[src/rtl/fepcs_regs.svh]
// Timing, code groups and reset values of the fast ethernet coding path.
// Assumes one core_clk cycle with clkEn high is one 125 MHz line bit time.
`ifndef FEPCS_REGS_SVH
`define FEPCS_REGS_SVH

`define FEPCS_BIT_RATE_MHZ 125
`define FEPCS_REF_RATE_MHZ 25
`define FEPCS_BITS_PER_REF (`FEPCS_BIT_RATE_MHZ / `FEPCS_REF_RATE_MHZ)
`define FEPCS_SYM_BITS 5
`define FEPCS_TICK42_BITS 3
`define FEPCS_TICK10_BITS 25
`define FEPCS_TICK10_HALF 12
`define FEPCS_SCR_SEED 11'h7FF
`define FEPCS_SCR_TAP_A 8
`define FEPCS_SCR_TAP_B 10
`define FEPCS_FAULT_ONES 84
`define FEPCS_RUN_LIMIT 32
`define FEPCS_DESCR_LOCK_RUN 60
`define FEPCS_CODE_I 5'h1F
`define FEPCS_CODE_J 5'h18
`define FEPCS_CODE_K 5'h11
`define FEPCS_CODE_T 5'h0D
`define FEPCS_CODE_R 5'h07
`define FEPCS_CODE_H 5'h04

`endif

[src/rtl/fepcs_pkg.sv]
// Types shared by the fast ethernet coding path and its bench.
// Assumes nothing beyond a SystemVerilog compiler.
package fepcs_pkg;

    typedef enum logic [1:0] {
        FEPCS_LVL_ZERO = 2'b00,
        FEPCS_LVL_PLUS = 2'b01,
        FEPCS_LVL_MINUS = 2'b11
    } fepcs_level_e;

    typedef enum logic [2:0] {
        FEPCS_TX_IDLE = 3'b000,
        FEPCS_TX_J = 3'b001,
        FEPCS_TX_K = 3'b010,
        FEPCS_TX_DATA = 3'b011,
        FEPCS_TX_T = 3'b100,
        FEPCS_TX_R = 3'b101
    } fepcs_tx_state_e;

    typedef enum logic [0:0] {
        FEPCS_RX_HUNT = 1'b0,
        FEPCS_RX_DATA = 1'b1
    } fepcs_rx_state_e;

    typedef struct packed {
        fepcs_level_e level;
        logic nrzi;
    } fepcs_line_s;

    typedef struct packed {
        logic dv;
        logic er;
        logic [3:0] data;
    } fepcs_mii_rx_s;

    typedef struct packed {
        logic tick42;
        logic tick25;
        logic tick10;
    } fepcs_ticks_s;

endpackage

[src/rtl/fepcs_tx_fx.sv]
// Line coding datapath of one 10/100 port: 4B/5B, scrambler, NRZI, MLT3, fiber mode.
// Assumes clkEn marks each 125 MHz bit time and all inputs are synchronous to core_clk.
//
// How it works
// - MII nibbles are shifted out one bit per 125 MHz bit time.
// - Copper transmit encodes nibbles into 4B/5B groups, then scrambles them.
// - Scrambled bits become NRZI, then drive a three-level MLT3 line level.
// - Receive tracks NRZI transitions as bit clock and converts NRZI back to NRZ.
// - Received NRZ is descrambled first, then 4B/5B groups are decoded.
// - Decoded groups are delivered to the MAC as MII receive nibbles.
// - Transmit scrambler is an 11-bit linear feedback shift register.
// - Sequence repeats every 2047 bits; receiver uses the identical sequence.
// - Fiber mode bypasses scrambling and MLT3 in both directions.
// - Fiber mode switches auto-negotiation off for the port.
// - Only ports 4 and 5 enter fiber mode, when the mode sense is high.
// - High signal detect means signal present, low means no signal.
// - Timing ticks of 42, 25 and 10 MHz count bit times; only the 25 MHz tick snaps to the 25 MHz reference.
// - Low reset input holds the block in reset.
// - Fiber without signal sends 84 ones and a zero while idle, if enabled.
`include "fepcs_regs.svh"

module fepcs_tx_fx #(
    parameter int PORT_NUM = 4
) (
    // Clock, reset, enable
    input wire logic core_clk,
    input wire logic rstN,
    input wire logic clkEn,
    input wire logic referenceClockIn,
    // MII transmit
    input wire logic txEn,
    input wire logic txEr,
    input wire logic [3:0] txData,
    output logic txReady,
    // MII receive
    output fepcs_pkg::fepcs_mii_rx_s rxMii,
    output logic rxValid,
    // Line
    output fepcs_pkg::fepcs_line_s txLine,
    input wire fepcs_pkg::fepcs_line_s rxLine,
    // Fiber and mode
    input wire logic fiberModeSense,
    input wire logic fiberSignalDetect,
    input wire logic farEndFaultEn,
    output logic fiberMode,
    output logic autoNegEnable,
    output logic rxLocked,
    // Timing
    output fepcs_pkg::fepcs_ticks_s clkTicks,
    output logic refLocked
);

    generate
        if (PORT_NUM < 1 || PORT_NUM > 5)
        begin : g_bad_port
            $error("PORT_NUM must lie in 1..5");
        end
    endgenerate

    localparam bit FIBER_CAPABLE = (PORT_NUM == 4) || (PORT_NUM == 5);

    function automatic logic [4:0] enc4b5b(input logic [3:0] n);
        logic [4:0] c;
        c = `FEPCS_CODE_H;
        unique case (n)
            4'h0: c = 5'h1E;
            4'h1: c = 5'h09;
            4'h2: c = 5'h14;
            4'h3: c = 5'h15;
            4'h4: c = 5'h0A;
            4'h5: c = 5'h0B;
            4'h6: c = 5'h0E;
            4'h7: c = 5'h0F;
            4'h8: c = 5'h12;
            4'h9: c = 5'h13;
            4'hA: c = 5'h16;
            4'hB: c = 5'h17;
            4'hC: c = 5'h1A;
            4'hD: c = 5'h1B;
            4'hE: c = 5'h1C;
            4'hF: c = 5'h1D;
        endcase
        return c;
    endfunction

    // Returns {valid, nibble}; reverse lookup of the encoder
    function automatic logic [4:0] dec5b4b(input logic [4:0] c);
        logic [4:0] r;
        r = 5'h00;
        for (int i = 0; i < 16; i++)
        begin
            if (enc4b5b(4'(i)) == c)
                r = {1'b1, 4'(i)};
        end
        return r;
    endfunction

    function automatic logic scrKey(input logic [10:0] s);
        return s[`FEPCS_SCR_TAP_A] ^ s[`FEPCS_SCR_TAP_B];
    endfunction

    ////////////////////////////////////////////////////////////////////////////
    // Mode
    assign fiberMode = FIBER_CAPABLE && fiberModeSense;
    assign autoNegEnable = !fiberMode;
    logic faultActive;
    assign faultActive = fiberMode && !fiberSignalDetect && farEndFaultEn;

    ////////////////////////////////////////////////////////////////////////////
    // Timing ticks from bit times; 25 MHz phase and lock from the reference
    logic refPrev_reg, refPrev_next;
    logic [2:0] refCnt_reg, refCnt_next;
    logic refLocked_reg, refLocked_next;
    logic [2:0] cnt5_reg, cnt5_next;
    logic [1:0] cnt3_reg, cnt3_next;
    logic [4:0] cnt25_reg, cnt25_next;
    fepcs_pkg::fepcs_ticks_s ticks_reg, ticks_next;
    logic refEdge;

    always_comb
    begin
        refEdge = referenceClockIn && !refPrev_reg;
        refPrev_next = referenceClockIn;
        refCnt_next = refEdge ? 3'h1 : (refCnt_reg == 3'h7 ? refCnt_reg : refCnt_reg + 3'h1);
        refLocked_next = refEdge ? (refCnt_reg == 3'(`FEPCS_BITS_PER_REF)) : refLocked_reg;
        // Symbol phase snaps to the reference edge
        cnt5_next = (refEdge || cnt5_reg == 3'(`FEPCS_SYM_BITS - 1)) ? 3'h0 : cnt5_reg + 3'h1;
        cnt3_next = (cnt3_reg == 2'(`FEPCS_TICK42_BITS - 1)) ? 2'h0 : cnt3_reg + 2'h1;
        cnt25_next = (cnt25_reg == 5'(`FEPCS_TICK10_BITS - 1)) ? 5'h00 : cnt25_reg + 5'h01;
        // 10 MHz is 12.5 bits: spacing alternates 13 and 12
        ticks_next.tick42 = (cnt3_next == 2'h0);
        ticks_next.tick25 = (cnt5_next == 3'h0);
        ticks_next.tick10 = (cnt25_next == 5'h00) || (cnt25_next == 5'(`FEPCS_TICK10_HALF));
    end

    always_ff @(posedge core_clk or negedge rstN)
    begin
        if (!rstN)
        begin
            refPrev_reg <= 1'b0;
            refCnt_reg <= 3'h0;
            refLocked_reg <= 1'b0;
            cnt5_reg <= 3'h0;
            cnt3_reg <= 2'h0;
            cnt25_reg <= 5'h00;
            ticks_reg <= '0;
        end
        else if (clkEn)
        begin
            refPrev_reg <= refPrev_next;
            refCnt_reg <= refCnt_next;
            refLocked_reg <= refLocked_next;
            cnt5_reg <= cnt5_next;
            cnt3_reg <= cnt3_next;
            cnt25_reg <= cnt25_next;
            ticks_reg <= ticks_next;
        end
    end

    assign clkTicks = ticks_reg;
    assign refLocked = refLocked_reg;

    ////////////////////////////////////////////////////////////////////////////
    // Transmit
    fepcs_pkg::fepcs_tx_state_e txState_reg, txState_next;
    logic [4:0] txSym_reg, txSym_next;
    logic [2:0] txBit_reg, txBit_next;
    logic [10:0] scr_reg, scr_next;
    logic [6:0] faultCnt_reg, faultCnt_next;
    logic nrzi_reg, nrzi_next;
    logic [1:0] mlt3Phase_reg, mlt3Phase_next;
    fepcs_pkg::fepcs_line_s txLine_reg, txLine_next;
    logic symEnd, codeBit, lineBit;

    always_comb
    begin
        symEnd = (txBit_reg == 3'(`FEPCS_SYM_BITS - 1));
        txReady = 1'b0;
        txState_next = txState_reg;
        txBit_next = symEnd ? 3'h0 : txBit_reg + 3'h1;
        txSym_next = {txSym_reg[3:0], 1'b0};
        if (symEnd)
        begin
            unique case (txState_reg)
                fepcs_pkg::FEPCS_TX_IDLE, fepcs_pkg::FEPCS_TX_R:
                begin
                    txState_next = txEn ? fepcs_pkg::FEPCS_TX_J : fepcs_pkg::FEPCS_TX_IDLE;
                    txSym_next = txEn ? `FEPCS_CODE_J : `FEPCS_CODE_I;
                end
                fepcs_pkg::FEPCS_TX_J:
                begin
                    txState_next = fepcs_pkg::FEPCS_TX_K;
                    txSym_next = `FEPCS_CODE_K;
                end
                fepcs_pkg::FEPCS_TX_K, fepcs_pkg::FEPCS_TX_DATA:
                begin
                    txState_next = txEn ? fepcs_pkg::FEPCS_TX_DATA : fepcs_pkg::FEPCS_TX_T;
                    txSym_next = !txEn ? `FEPCS_CODE_T : (txEr ? `FEPCS_CODE_H : enc4b5b(txData));
                    txReady = clkEn && txEn;
                end
                fepcs_pkg::FEPCS_TX_T:
                begin
                    txState_next = fepcs_pkg::FEPCS_TX_R;
                    txSym_next = `FEPCS_CODE_R;
                end
                default:
                begin
                    txState_next = fepcs_pkg::FEPCS_TX_IDLE;
                    txSym_next = `FEPCS_CODE_I;
                end
            endcase
        end
        // Fault pattern only replaces idle, never a frame
        faultCnt_next = (faultCnt_reg == 7'(`FEPCS_FAULT_ONES)) ? 7'h00 : faultCnt_reg + 7'h01;
        codeBit = (faultActive && txState_reg == fepcs_pkg::FEPCS_TX_IDLE)
            ? (faultCnt_reg != 7'(`FEPCS_FAULT_ONES)) : txSym_reg[4];
        scr_next = {scr_reg[9:0], scrKey(scr_reg)};
        lineBit = fiberMode ? codeBit : (codeBit ^ scrKey(scr_reg));
        nrzi_next = nrzi_reg ^ lineBit;
        mlt3Phase_next = mlt3Phase_reg + {1'b0, lineBit};
        txLine_next.nrzi = nrzi_next;
        if (fiberMode)
            txLine_next.level = nrzi_next ? fepcs_pkg::FEPCS_LVL_PLUS : fepcs_pkg::FEPCS_LVL_ZERO;
        else if (mlt3Phase_next == 2'h1)
            txLine_next.level = fepcs_pkg::FEPCS_LVL_PLUS;
        else if (mlt3Phase_next == 2'h3)
            txLine_next.level = fepcs_pkg::FEPCS_LVL_MINUS;
        else
            txLine_next.level = fepcs_pkg::FEPCS_LVL_ZERO;
    end

    always_ff @(posedge core_clk or negedge rstN)
    begin
        if (!rstN)
        begin
            txState_reg <= fepcs_pkg::FEPCS_TX_IDLE;
            txSym_reg <= `FEPCS_CODE_I;
            txBit_reg <= 3'h0;
            scr_reg <= `FEPCS_SCR_SEED;
            faultCnt_reg <= 7'h00;
            nrzi_reg <= 1'b0;
            mlt3Phase_reg <= 2'h0;
            txLine_reg <= '0;
        end
        else if (clkEn)
        begin
            txState_reg <= txState_next;
            txSym_reg <= txSym_next;
            txBit_reg <= txBit_next;
            scr_reg <= scr_next;
            faultCnt_reg <= faultCnt_next;
            nrzi_reg <= nrzi_next;
            mlt3Phase_reg <= mlt3Phase_next;
            txLine_reg <= txLine_next;
        end
    end

    assign txLine = txLine_reg;

    ////////////////////////////////////////////////////////////////////////////
    // Receive
    fepcs_pkg::fepcs_rx_state_e rxState_reg, rxState_next;
    logic [1:0] rxLvlPrev_reg, rxLvlPrev_next;
    logic rxNrzi_reg, rxNrzi_next;
    logic [5:0] runCnt_reg, runCnt_next;
    logic [10:0] dscr_reg, dscr_next;
    logic [5:0] idleRun_reg, idleRun_next;
    logic dscrLock_reg, dscrLock_next;
    logic [9:0] rxWin_reg, rxWin_next;
    logic [2:0] rxBit_reg, rxBit_next;
    fepcs_pkg::fepcs_mii_rx_s rxMii_reg, rxMii_next;
    logic rxValid_reg, rxValid_next;
    logic nrzBit, plainBit, bitClkOk, synced;
    logic [4:0] rxDec;

    always_comb
    begin
        rxLvlPrev_next = rxLine.level;
        // Any level step is one NRZI transition; fiber takes NRZI directly
        rxNrzi_next = fiberMode ? rxLine.nrzi : (rxNrzi_reg ^ (rxLine.level != rxLvlPrev_reg));
        nrzBit = rxNrzi_next ^ rxNrzi_reg;
        // Transition density stands in for the recovered clock being alive
        runCnt_next = nrzBit ? 6'h00 : (runCnt_reg == 6'h3F ? runCnt_reg : runCnt_reg + 6'h01);
        bitClkOk = (runCnt_reg < 6'(`FEPCS_RUN_LIMIT));
        // Unlocked: assume idle ones, so the key is the inverted line bit
        plainBit = fiberMode ? nrzBit : (nrzBit ^ scrKey(dscr_reg));
        dscr_next = {dscr_reg[9:0], dscrLock_reg ? scrKey(dscr_reg) : ~nrzBit};
        idleRun_next = !plainBit ? 6'h00 : (idleRun_reg == 6'h3F ? idleRun_reg : idleRun_reg + 6'h01);
        dscrLock_next = bitClkOk && (dscrLock_reg || idleRun_reg >= 6'(`FEPCS_DESCR_LOCK_RUN));
        synced = fiberMode ? bitClkOk : dscrLock_reg;
        rxWin_next = {rxWin_reg[8:0], plainBit};
        rxBit_next = (rxBit_reg == 3'(`FEPCS_SYM_BITS - 1)) ? 3'h0 : rxBit_reg + 3'h1;
        rxDec = dec5b4b(rxWin_next[4:0]);
        rxState_next = rxState_reg;
        rxMii_next = rxMii_reg;
        rxValid_next = 1'b0;
        if (!synced)
        begin
            rxState_next = fepcs_pkg::FEPCS_RX_HUNT;
            rxMii_next = '0;
        end
        else
        begin
            unique case (rxState_reg)
                fepcs_pkg::FEPCS_RX_HUNT:
                begin
                    if (rxWin_next == {`FEPCS_CODE_J, `FEPCS_CODE_K})
                    begin
                        rxState_next = fepcs_pkg::FEPCS_RX_DATA;
                        rxBit_next = 3'h0;
                    end
                end
                fepcs_pkg::FEPCS_RX_DATA:
                begin
                    if (rxBit_reg == 3'(`FEPCS_SYM_BITS - 1))
                    begin
                        if (rxWin_next[4:0] == `FEPCS_CODE_T || rxWin_next[4:0] == `FEPCS_CODE_I)
                        begin
                            // Idle without T is a cut-short frame
                            rxState_next = fepcs_pkg::FEPCS_RX_HUNT;
                            rxMii_next.dv = 1'b0;
                            rxMii_next.er = (rxWin_next[4:0] == `FEPCS_CODE_I);
                        end
                        else
                        begin
                            rxMii_next.dv = 1'b1;
                            rxMii_next.er = !rxDec[4];
                            rxMii_next.data = rxDec[3:0];
                        end
                        rxValid_next = 1'b1;
                    end
                end
            endcase
        end
    end

    always_ff @(posedge core_clk or negedge rstN)
    begin
        if (!rstN)
        begin
            rxState_reg <= fepcs_pkg::FEPCS_RX_HUNT;
            rxLvlPrev_reg <= 2'h0;
            rxNrzi_reg <= 1'b0;
            runCnt_reg <= 6'h3F;
            dscr_reg <= `FEPCS_SCR_SEED;
            idleRun_reg <= 6'h00;
            dscrLock_reg <= 1'b0;
            rxWin_reg <= 10'h000;
            rxBit_reg <= 3'h0;
            rxMii_reg <= '0;
            rxValid_reg <= 1'b0;
        end
        else if (clkEn)
        begin
            rxState_reg <= rxState_next;
            rxLvlPrev_reg <= rxLvlPrev_next;
            rxNrzi_reg <= rxNrzi_next;
            runCnt_reg <= runCnt_next;
            dscr_reg <= dscr_next;
            idleRun_reg <= idleRun_next;
            dscrLock_reg <= dscrLock_next;
            rxWin_reg <= rxWin_next;
            rxBit_reg <= rxBit_next;
            rxMii_reg <= rxMii_next;
            rxValid_reg <= rxValid_next;
        end
    end

    assign rxMii = rxMii_reg;
    assign rxValid = rxValid_reg && clkEn;
    assign rxLocked = fiberMode ? bitClkOk : dscrLock_reg;

endmodule

[config.mk]
export PLATFORM = sky130hd
export DESIGN_NAME = fepcs_tx_fx
export DESIGN_NICKNAME = d
export VERILOG_FILES = /design/src/rtl/fepcs_pkg.sv /design/src/rtl/fepcs_tx_fx.sv
export VERILOG_INCLUDE_DIRS = /design/src /design/src/rtl
export SDC_FILE = /design/constraint.sdc
export NUM_CORES = 1
export LEC_CHECK = 0
export BUFFER_PORTS_ARGS = -buffer_cell sky130_fd_sc_hd__buf_4
export CORE_MARGIN = 4
export CORE_UTILIZATION = 45
export DETAILED_ROUTE_END_ITERATION = 7
export GPL_TIMING_DRIVEN = 1
export HOLD_SLACK_MARGIN = 0.12
export SYNTH_ARGS = -nofsm -noshare
export SYNTH_HDL_FRONTEND = slang
export SYNTH_SLANG_ARGS = --single-unit
[constraint.sdc]
create_clock -name core_clk -period 2.7 [get_ports core_clk]
set_input_delay 0.81 -clock core_clk [delete_from_list [all_inputs] [get_ports core_clk]]
set_output_delay 0.81 -clock core_clk [all_outputs]
set_load 0.02 [all_outputs]
Yosys cells after proc, flatten, opt, wreduce, memory -nomap -nowiden --
Memory sizes are Yosys's and may differ from the RTL's. Cells that the tools add are included.
Word-level totals: flip-flop bits (word level) 99, memory bits (read-only) 80, word-level logic and storage cells 189, memories kept 1
Memories:
- (no name shown) | depth 16, width 5, rd ports 1, clocked after Yosys merged registers in 0, wr ports 0, line fepcs_tx_fx.sv:65 | unique case (n)
Operators by class: muxes and demuxes 64, $lt $le $gt $ge 2, equal/unequal tests 45, add/subtract/negate cells 10, bitwise gates (word level) 9, reduce and logical (&&, ||, !) cells 28
Operators by type and width (count):
- 5-bit two-way mux | 20
- 5-bit equality test, first input constant | 11
- 6-bit two-way mux | 7
- 3-bit two-way mux | 10
- 4-bit by 5-bit equality test with 1-bit output, first input constant | 5
- 3-bit equality test, second input constant | 7
- 5-bit case mux with 4 select lines | 1
- 1-bit two-way mux | 17
- 3-bit by 1-bit adder with 3-bit output, second input constant | 4
- 6-bit by 1-bit adder with 6-bit output, second input constant | 2
- 6-bit equality test, second input constant | 2
- 3-bit case mux with 4 select lines | 1
- 10-bit equality test, second input constant | 1
- 5-bit by 4-bit equality test with 1-bit output, second input constant | 2
- 5-bit equality test, second input constant | 2
- 2-bit two-way mux | 5
- 2-bit AND reduction | 5
- 2-bit != test, second input constant | 4
- 7-bit by 1-bit adder with 7-bit output, second input constant | 1
- 7-bit equality test, second input constant | 1
- 1-bit logical AND | 7
- 7-bit two-way mux | 1
- 7-bit != test, second input constant | 1
- 1-bit bitwise XOR | 7
- 22 further kinds | 34

Longest topological paths before layout --
depth in word-level cells 28, depth in mapped cells 10

Worst setup path before layout --
OpenSTA, ideal clock, no wires.
kind input to output, start input clkEn, end output txReady, stages on the path 3, path slack -0.030 ns, data required time 1.890 ns, arrival 1.920 ns, cell sequence clkbuf_1 > nand3_1 > nor4_1
Between the ends: word-level cells in the longest chain between the ends 3
RTL lines:
- start, declared | line fepcs_tx_fx.sv:28 | input wire logic clkEn,
- 1-bit logical AND | line fepcs_tx_fx.sv:199 | txReady = clkEn && txEn;
- 1-bit two-way mux | line fepcs_tx_fx.sv:184 | unique case (txState_reg)
- 1-bit two-way mux | line fepcs_tx_fx.sv:182 | if (symEnd)
- end, declared | line fepcs_tx_fx.sv:34 | output logic txReady,
No other way between the ends.

Final worst setup path --
start register txBit_reg[0], end output txReady
Between the ends: word-level cells in the longest chain between the ends 2
RTL lines:
- start, declared | line fepcs_tx_fx.sv:167 | logic [2:0] txBit_reg, txBit_next;
- start signal, assigned | line fepcs_tx_fx.sv:249 | txBit_reg <= txBit_next;
- 3-bit equality test | line fepcs_tx_fx.sv:177 | symEnd = (txBit_reg == 3'(`FEPCS_SYM_BITS - 1));
- 1-bit two-way mux | line fepcs_tx_fx.sv:182
No other way between the ends.

==> reports/results.txt <==
For the final design utilization, the log shows 51.45%. The die is 113.1 microns tall. The multi-input gate area in the final layout is 2258 sq um. The final weighted congestion of routability-driven global placement is 0.7906, and the clock-pin slew of the registers on the worst-case setup and hold paths is 0.10 ns. By area the synthesized netlist is led by sky130_fd_sc_hd__dfrtp_1 (33%), sky130_fd_sc_hd__dfstp_2 (17%), sky130_fd_sc_hd__mux2_2 (7.7%). Net switching is 35.18% of the power. The top cell type by total area after synthesis was sky130_fd_sc_hd__dfrtp_1.

The first global-routing pass estimated 16450 microns of wire. Post-CTS timing repair inserted 0 buffers for setup. On the final layout, the worst clock skew is 0.01383 ns. Counting flops and latches in the post-synthesis netlist gives 99. Global routing used 15.83% of the available tracks across all layers. The ratio of cells with drive above 1 in the final layout was 25.10%; the global-route congestion overflow total was 0. The synthesized net count came out at 519. Static timing analysis puts the maximum clock frequency at 400.1 MHz.

Input and output buffers added on the ports amount to 33. The tools report the final-layout fill cell count as 1023. Traced cell by cell, the critical path runs through inv_1 -> ha_1 -> nand3_1 -> nor4_2 -> buf_4. The run finished with clean final reports. After layout, the minimum clock period comes to 2.499 ns.

Post-synthesis async set-or-reset flop share: 100.0%. Before antenna repair, the detailed router went through 4 iterations. The internal portion of the total power is 3297 uW. Row generation in the floorplan step produced 38 rows. Max-capacitance violation count: 0. TritonCTS built the clock tree. For the maximum number of pins on one net before global-route repair, the log shows 55. After legalization and detailed placement, the total HPWL measured 6672 microns.

The final worst-path cycle share is 92.57%. The worst setup path is launched from a register. The critical path is of the reg2out type.

The net load switching power is 1789 uW, and the static leakage is 0.002462 uW. The longest clock path from root to sink contains 2 buffers. For the number of levels the H-tree was split into, the log shows 3.

In this run the worst hold path is classified as in2async. The data required time at the worst endpoint was 1.89 ns. The netlist uses 57 different library cells. Data on the critical path arrives at its endpoint at 1.69 ns. The cell sitting at the root of the clock tree is a sky130_fd_sc_hd__clkbuf_8. Clock tree synthesis found a total of 99 sinks. The floorplan die width is 113.1 microns. The number of warnings issued by yosys is 0, and the number of DRC markers in iteration 0 is 176. The number of instances in the synthesized netlist is 487.

For this block, the routed nets add up to 9253 microns of wire. The logs give 0 for the count of unresolved DRC violations after routing and 3446 for the via count of the first global-routing pass. The number of pins with negative max-slew slack in the final report was 0; the biggest cell delay along the critical path was 0.40 ns. Sequential cells account for 50.5% of the total power. The maximum resistive drop on vdd came out at 0.0004011 V. Setup repair after global routing left no endpoint under its margin.

The clock reaches the later pin of the worst-skew pair after 0.36 ns. Headroom to the max-slew limit came out at 58.64%. The number of clock buffers added by TritonCTS is 9. The power density over the cells was 912.0 nW/um^2; the actual slew at the worst max-slew pin was 0.6176 ns.

Via count normalized by instance count: 5.245. The number of diodes added for antenna fixing was 0; the share of the yosys chip area belonging to registers was 50.68%. For this configuration, the core starts out at a cell density of 45.84%. The via count is 3493. The share of total power dissipated in combinational logic is 33.0%.

In the final design database the tool counted 553 nets. The slowest cell on the critical path was sky130_fd_sc_hd__dfrtp_1. 34 I/O pins were placed. Along the worst path, the maximum fanout reaches 7.

The hold buffer count at cts was 0; the count of cells resized by post-cts repair was 0. The type of destination of the critical path is an output port. In the final routed layout, each cell accounts on average for 13.89 microns.

Counting flops with a built-in enable in the synthesized netlist gives 0. Summed over its instances, the top area cell type makes up 33.23% of the synthesized netlist area. The average instance in the mapped netlist occupies 10.20 sq um. The synthesized netlist occupies a cell area of 4970 sq um. The number of antenna violations at the first check in global routing came out at 0. For this run, the leading register cell type out of synthesis is sky130_fd_sc_hd__dfrtp_1. The residual antenna-violating net count after detailed routing came out at 0. The number of endpoints with negative hold slack in the final report is 0. The total area inside the core boundary comes to 10840 sq um.

In this run, the clock network consumes 16.5% of the power. The setup-violating endpoint count in the final report is 0. For the final routed database, the setup TNS stands at 0 ns. The floorplan step defined a die boundary enclosing 12790 sq um.

Compared with the post-synthesis result, the final layout area differs by 12.24%. Area occupied by registers: 2519 sq um.
==> through the flow <==
step                      hold WS, ns  setup slack [ns]  instances  total power [uW]  instance area, sq um
after global routing           0.3379           0.04198        666              5537                  5578
after CTS                      0.3254            0.1791        666              5165                  5578
after global placement         0.4543            0.1923        650              4217                  5409
after floorplan                0.4414            0.1923        487              3839                  4976
final                          0.3325            0.2005        666              5087                  5578
after detailed placement       0.4617            0.1423        650              4293                  5409
==> final timing paths <==
path | slack, ns | from | to | cells past startpoint
setup / recovery | 0.20 | txBit_reg[0] | txReady | 5
max in group asynchronous | 1.70 | rstN | scr_reg[1] | 2
min in group core_clk | 0.48 | rxValid_reg | rxValid_reg | 1
setup reg to reg | 0.34 | faultCnt_reg[0] | txLine[1] | 11
hold reg to reg | 0.48 | rxValid_reg | rxValid_reg | 1
hold / removal | 0.33 | rstN | refCnt_reg[2] | 1
==> final cells by class <==
type                       instances  share of cell area (%)
tap                              140                   3.140
multi-input combinational        340                   40.49
clock inverter                     7                  0.8075
inverter                          27                   1.817
clock buffer                       9                   2.221
sequential                        99                   45.15
timing repair buffer              44                   6.371
==> cell usage after synthesis, drive strengths merged, types with 2 or more instances <==
library cell  instances
inv                  26
o311ai                3
a21o                  5
xor2                 13
clkbuf               10
nor3                  2
mux2                 35
nand4                 7
o21a                  2
dfstp                33
nor2b                 5
o21ai                38
nor3b                 3
a221oi                4
and2                  2
a22o                  2
xnor2                17
buf                  11
a211o                 4
ha                   16
o22ai                 6
or3                   4
nand2                50
and3                  4
nor4                  3
nand2b                5
a31oi                 3
dfrtp                66
a31o                  2
nor2                 42
a21oi                26
nand3                18
mux2i                 3
==> critical path, delay by kind of cell, from the launching register on <==
kind                     cells  cell delay [ns]
adder cells (fa/ha/maj)      1             0.19
AND/OR/NAND/NOR              2             0.46
flip-flops                   1             0.40
buffers and inverters        2             0.27
==> power groups by stage <==
stage | clock, uW | combinational [uW] | sequential (uW)
2_1_floorplan | 0 | 1370 | 2470
3_3_place_gp | 0 | 1640 | 2580
3_5_place_dp | 0 | 1700 | 2600
4_1_cts | 887 | 1700 | 2570
5_1_grt | 945 | 1940 | 2660
6_report | 839 | 1680 | 2570
==> cell usage in the layout, fill, tap and decap left out, drive strengths merged, types with 13 or more instances in the layout <==
| cell | Yosys | routed |
|---|---|---|
| inv | 26 | 26 |
| ha | 16 | 16 |
| xor2 | 13 | 13 |
| buf | 11 | 44 |
| o21ai | 38 | 38 |
| mux2 | 35 | 35 |
| xnor2 | 17 | 17 |
| a21oi | 26 | 26 |
| dfstp | 33 | 33 |
| nand3 | 18 | 18 |
| dfrtp | 66 | 66 |
| nand2 | 50 | 50 |
| nor2 | 42 | 42 |
==> cell families (layout without fill, tap and decap cells) <==
logic type	after synthesis	after routing	share of synthesized area [%]
muxes	38	38	8.610
xor gates and xnor gates	30	30	5.287
buffers and inverters	48	87	4.003
DFF	99	99	50.68
adders and majority gates	17	17	4.230
AOI/OAI and AO/OA	106	106	13.12
and+or+nand+nor	149	149	14.07
==> layer usage <==
metal	part of all wire, %	wire, microns	track usage, %
met2	45	4168	24.37
met3	3.1	291	2.781
met4	2.6	236	7.452
met1	49	4557	21.83
met5	0	0	0
Note: power is estimated with default switching activity, not from simulation.
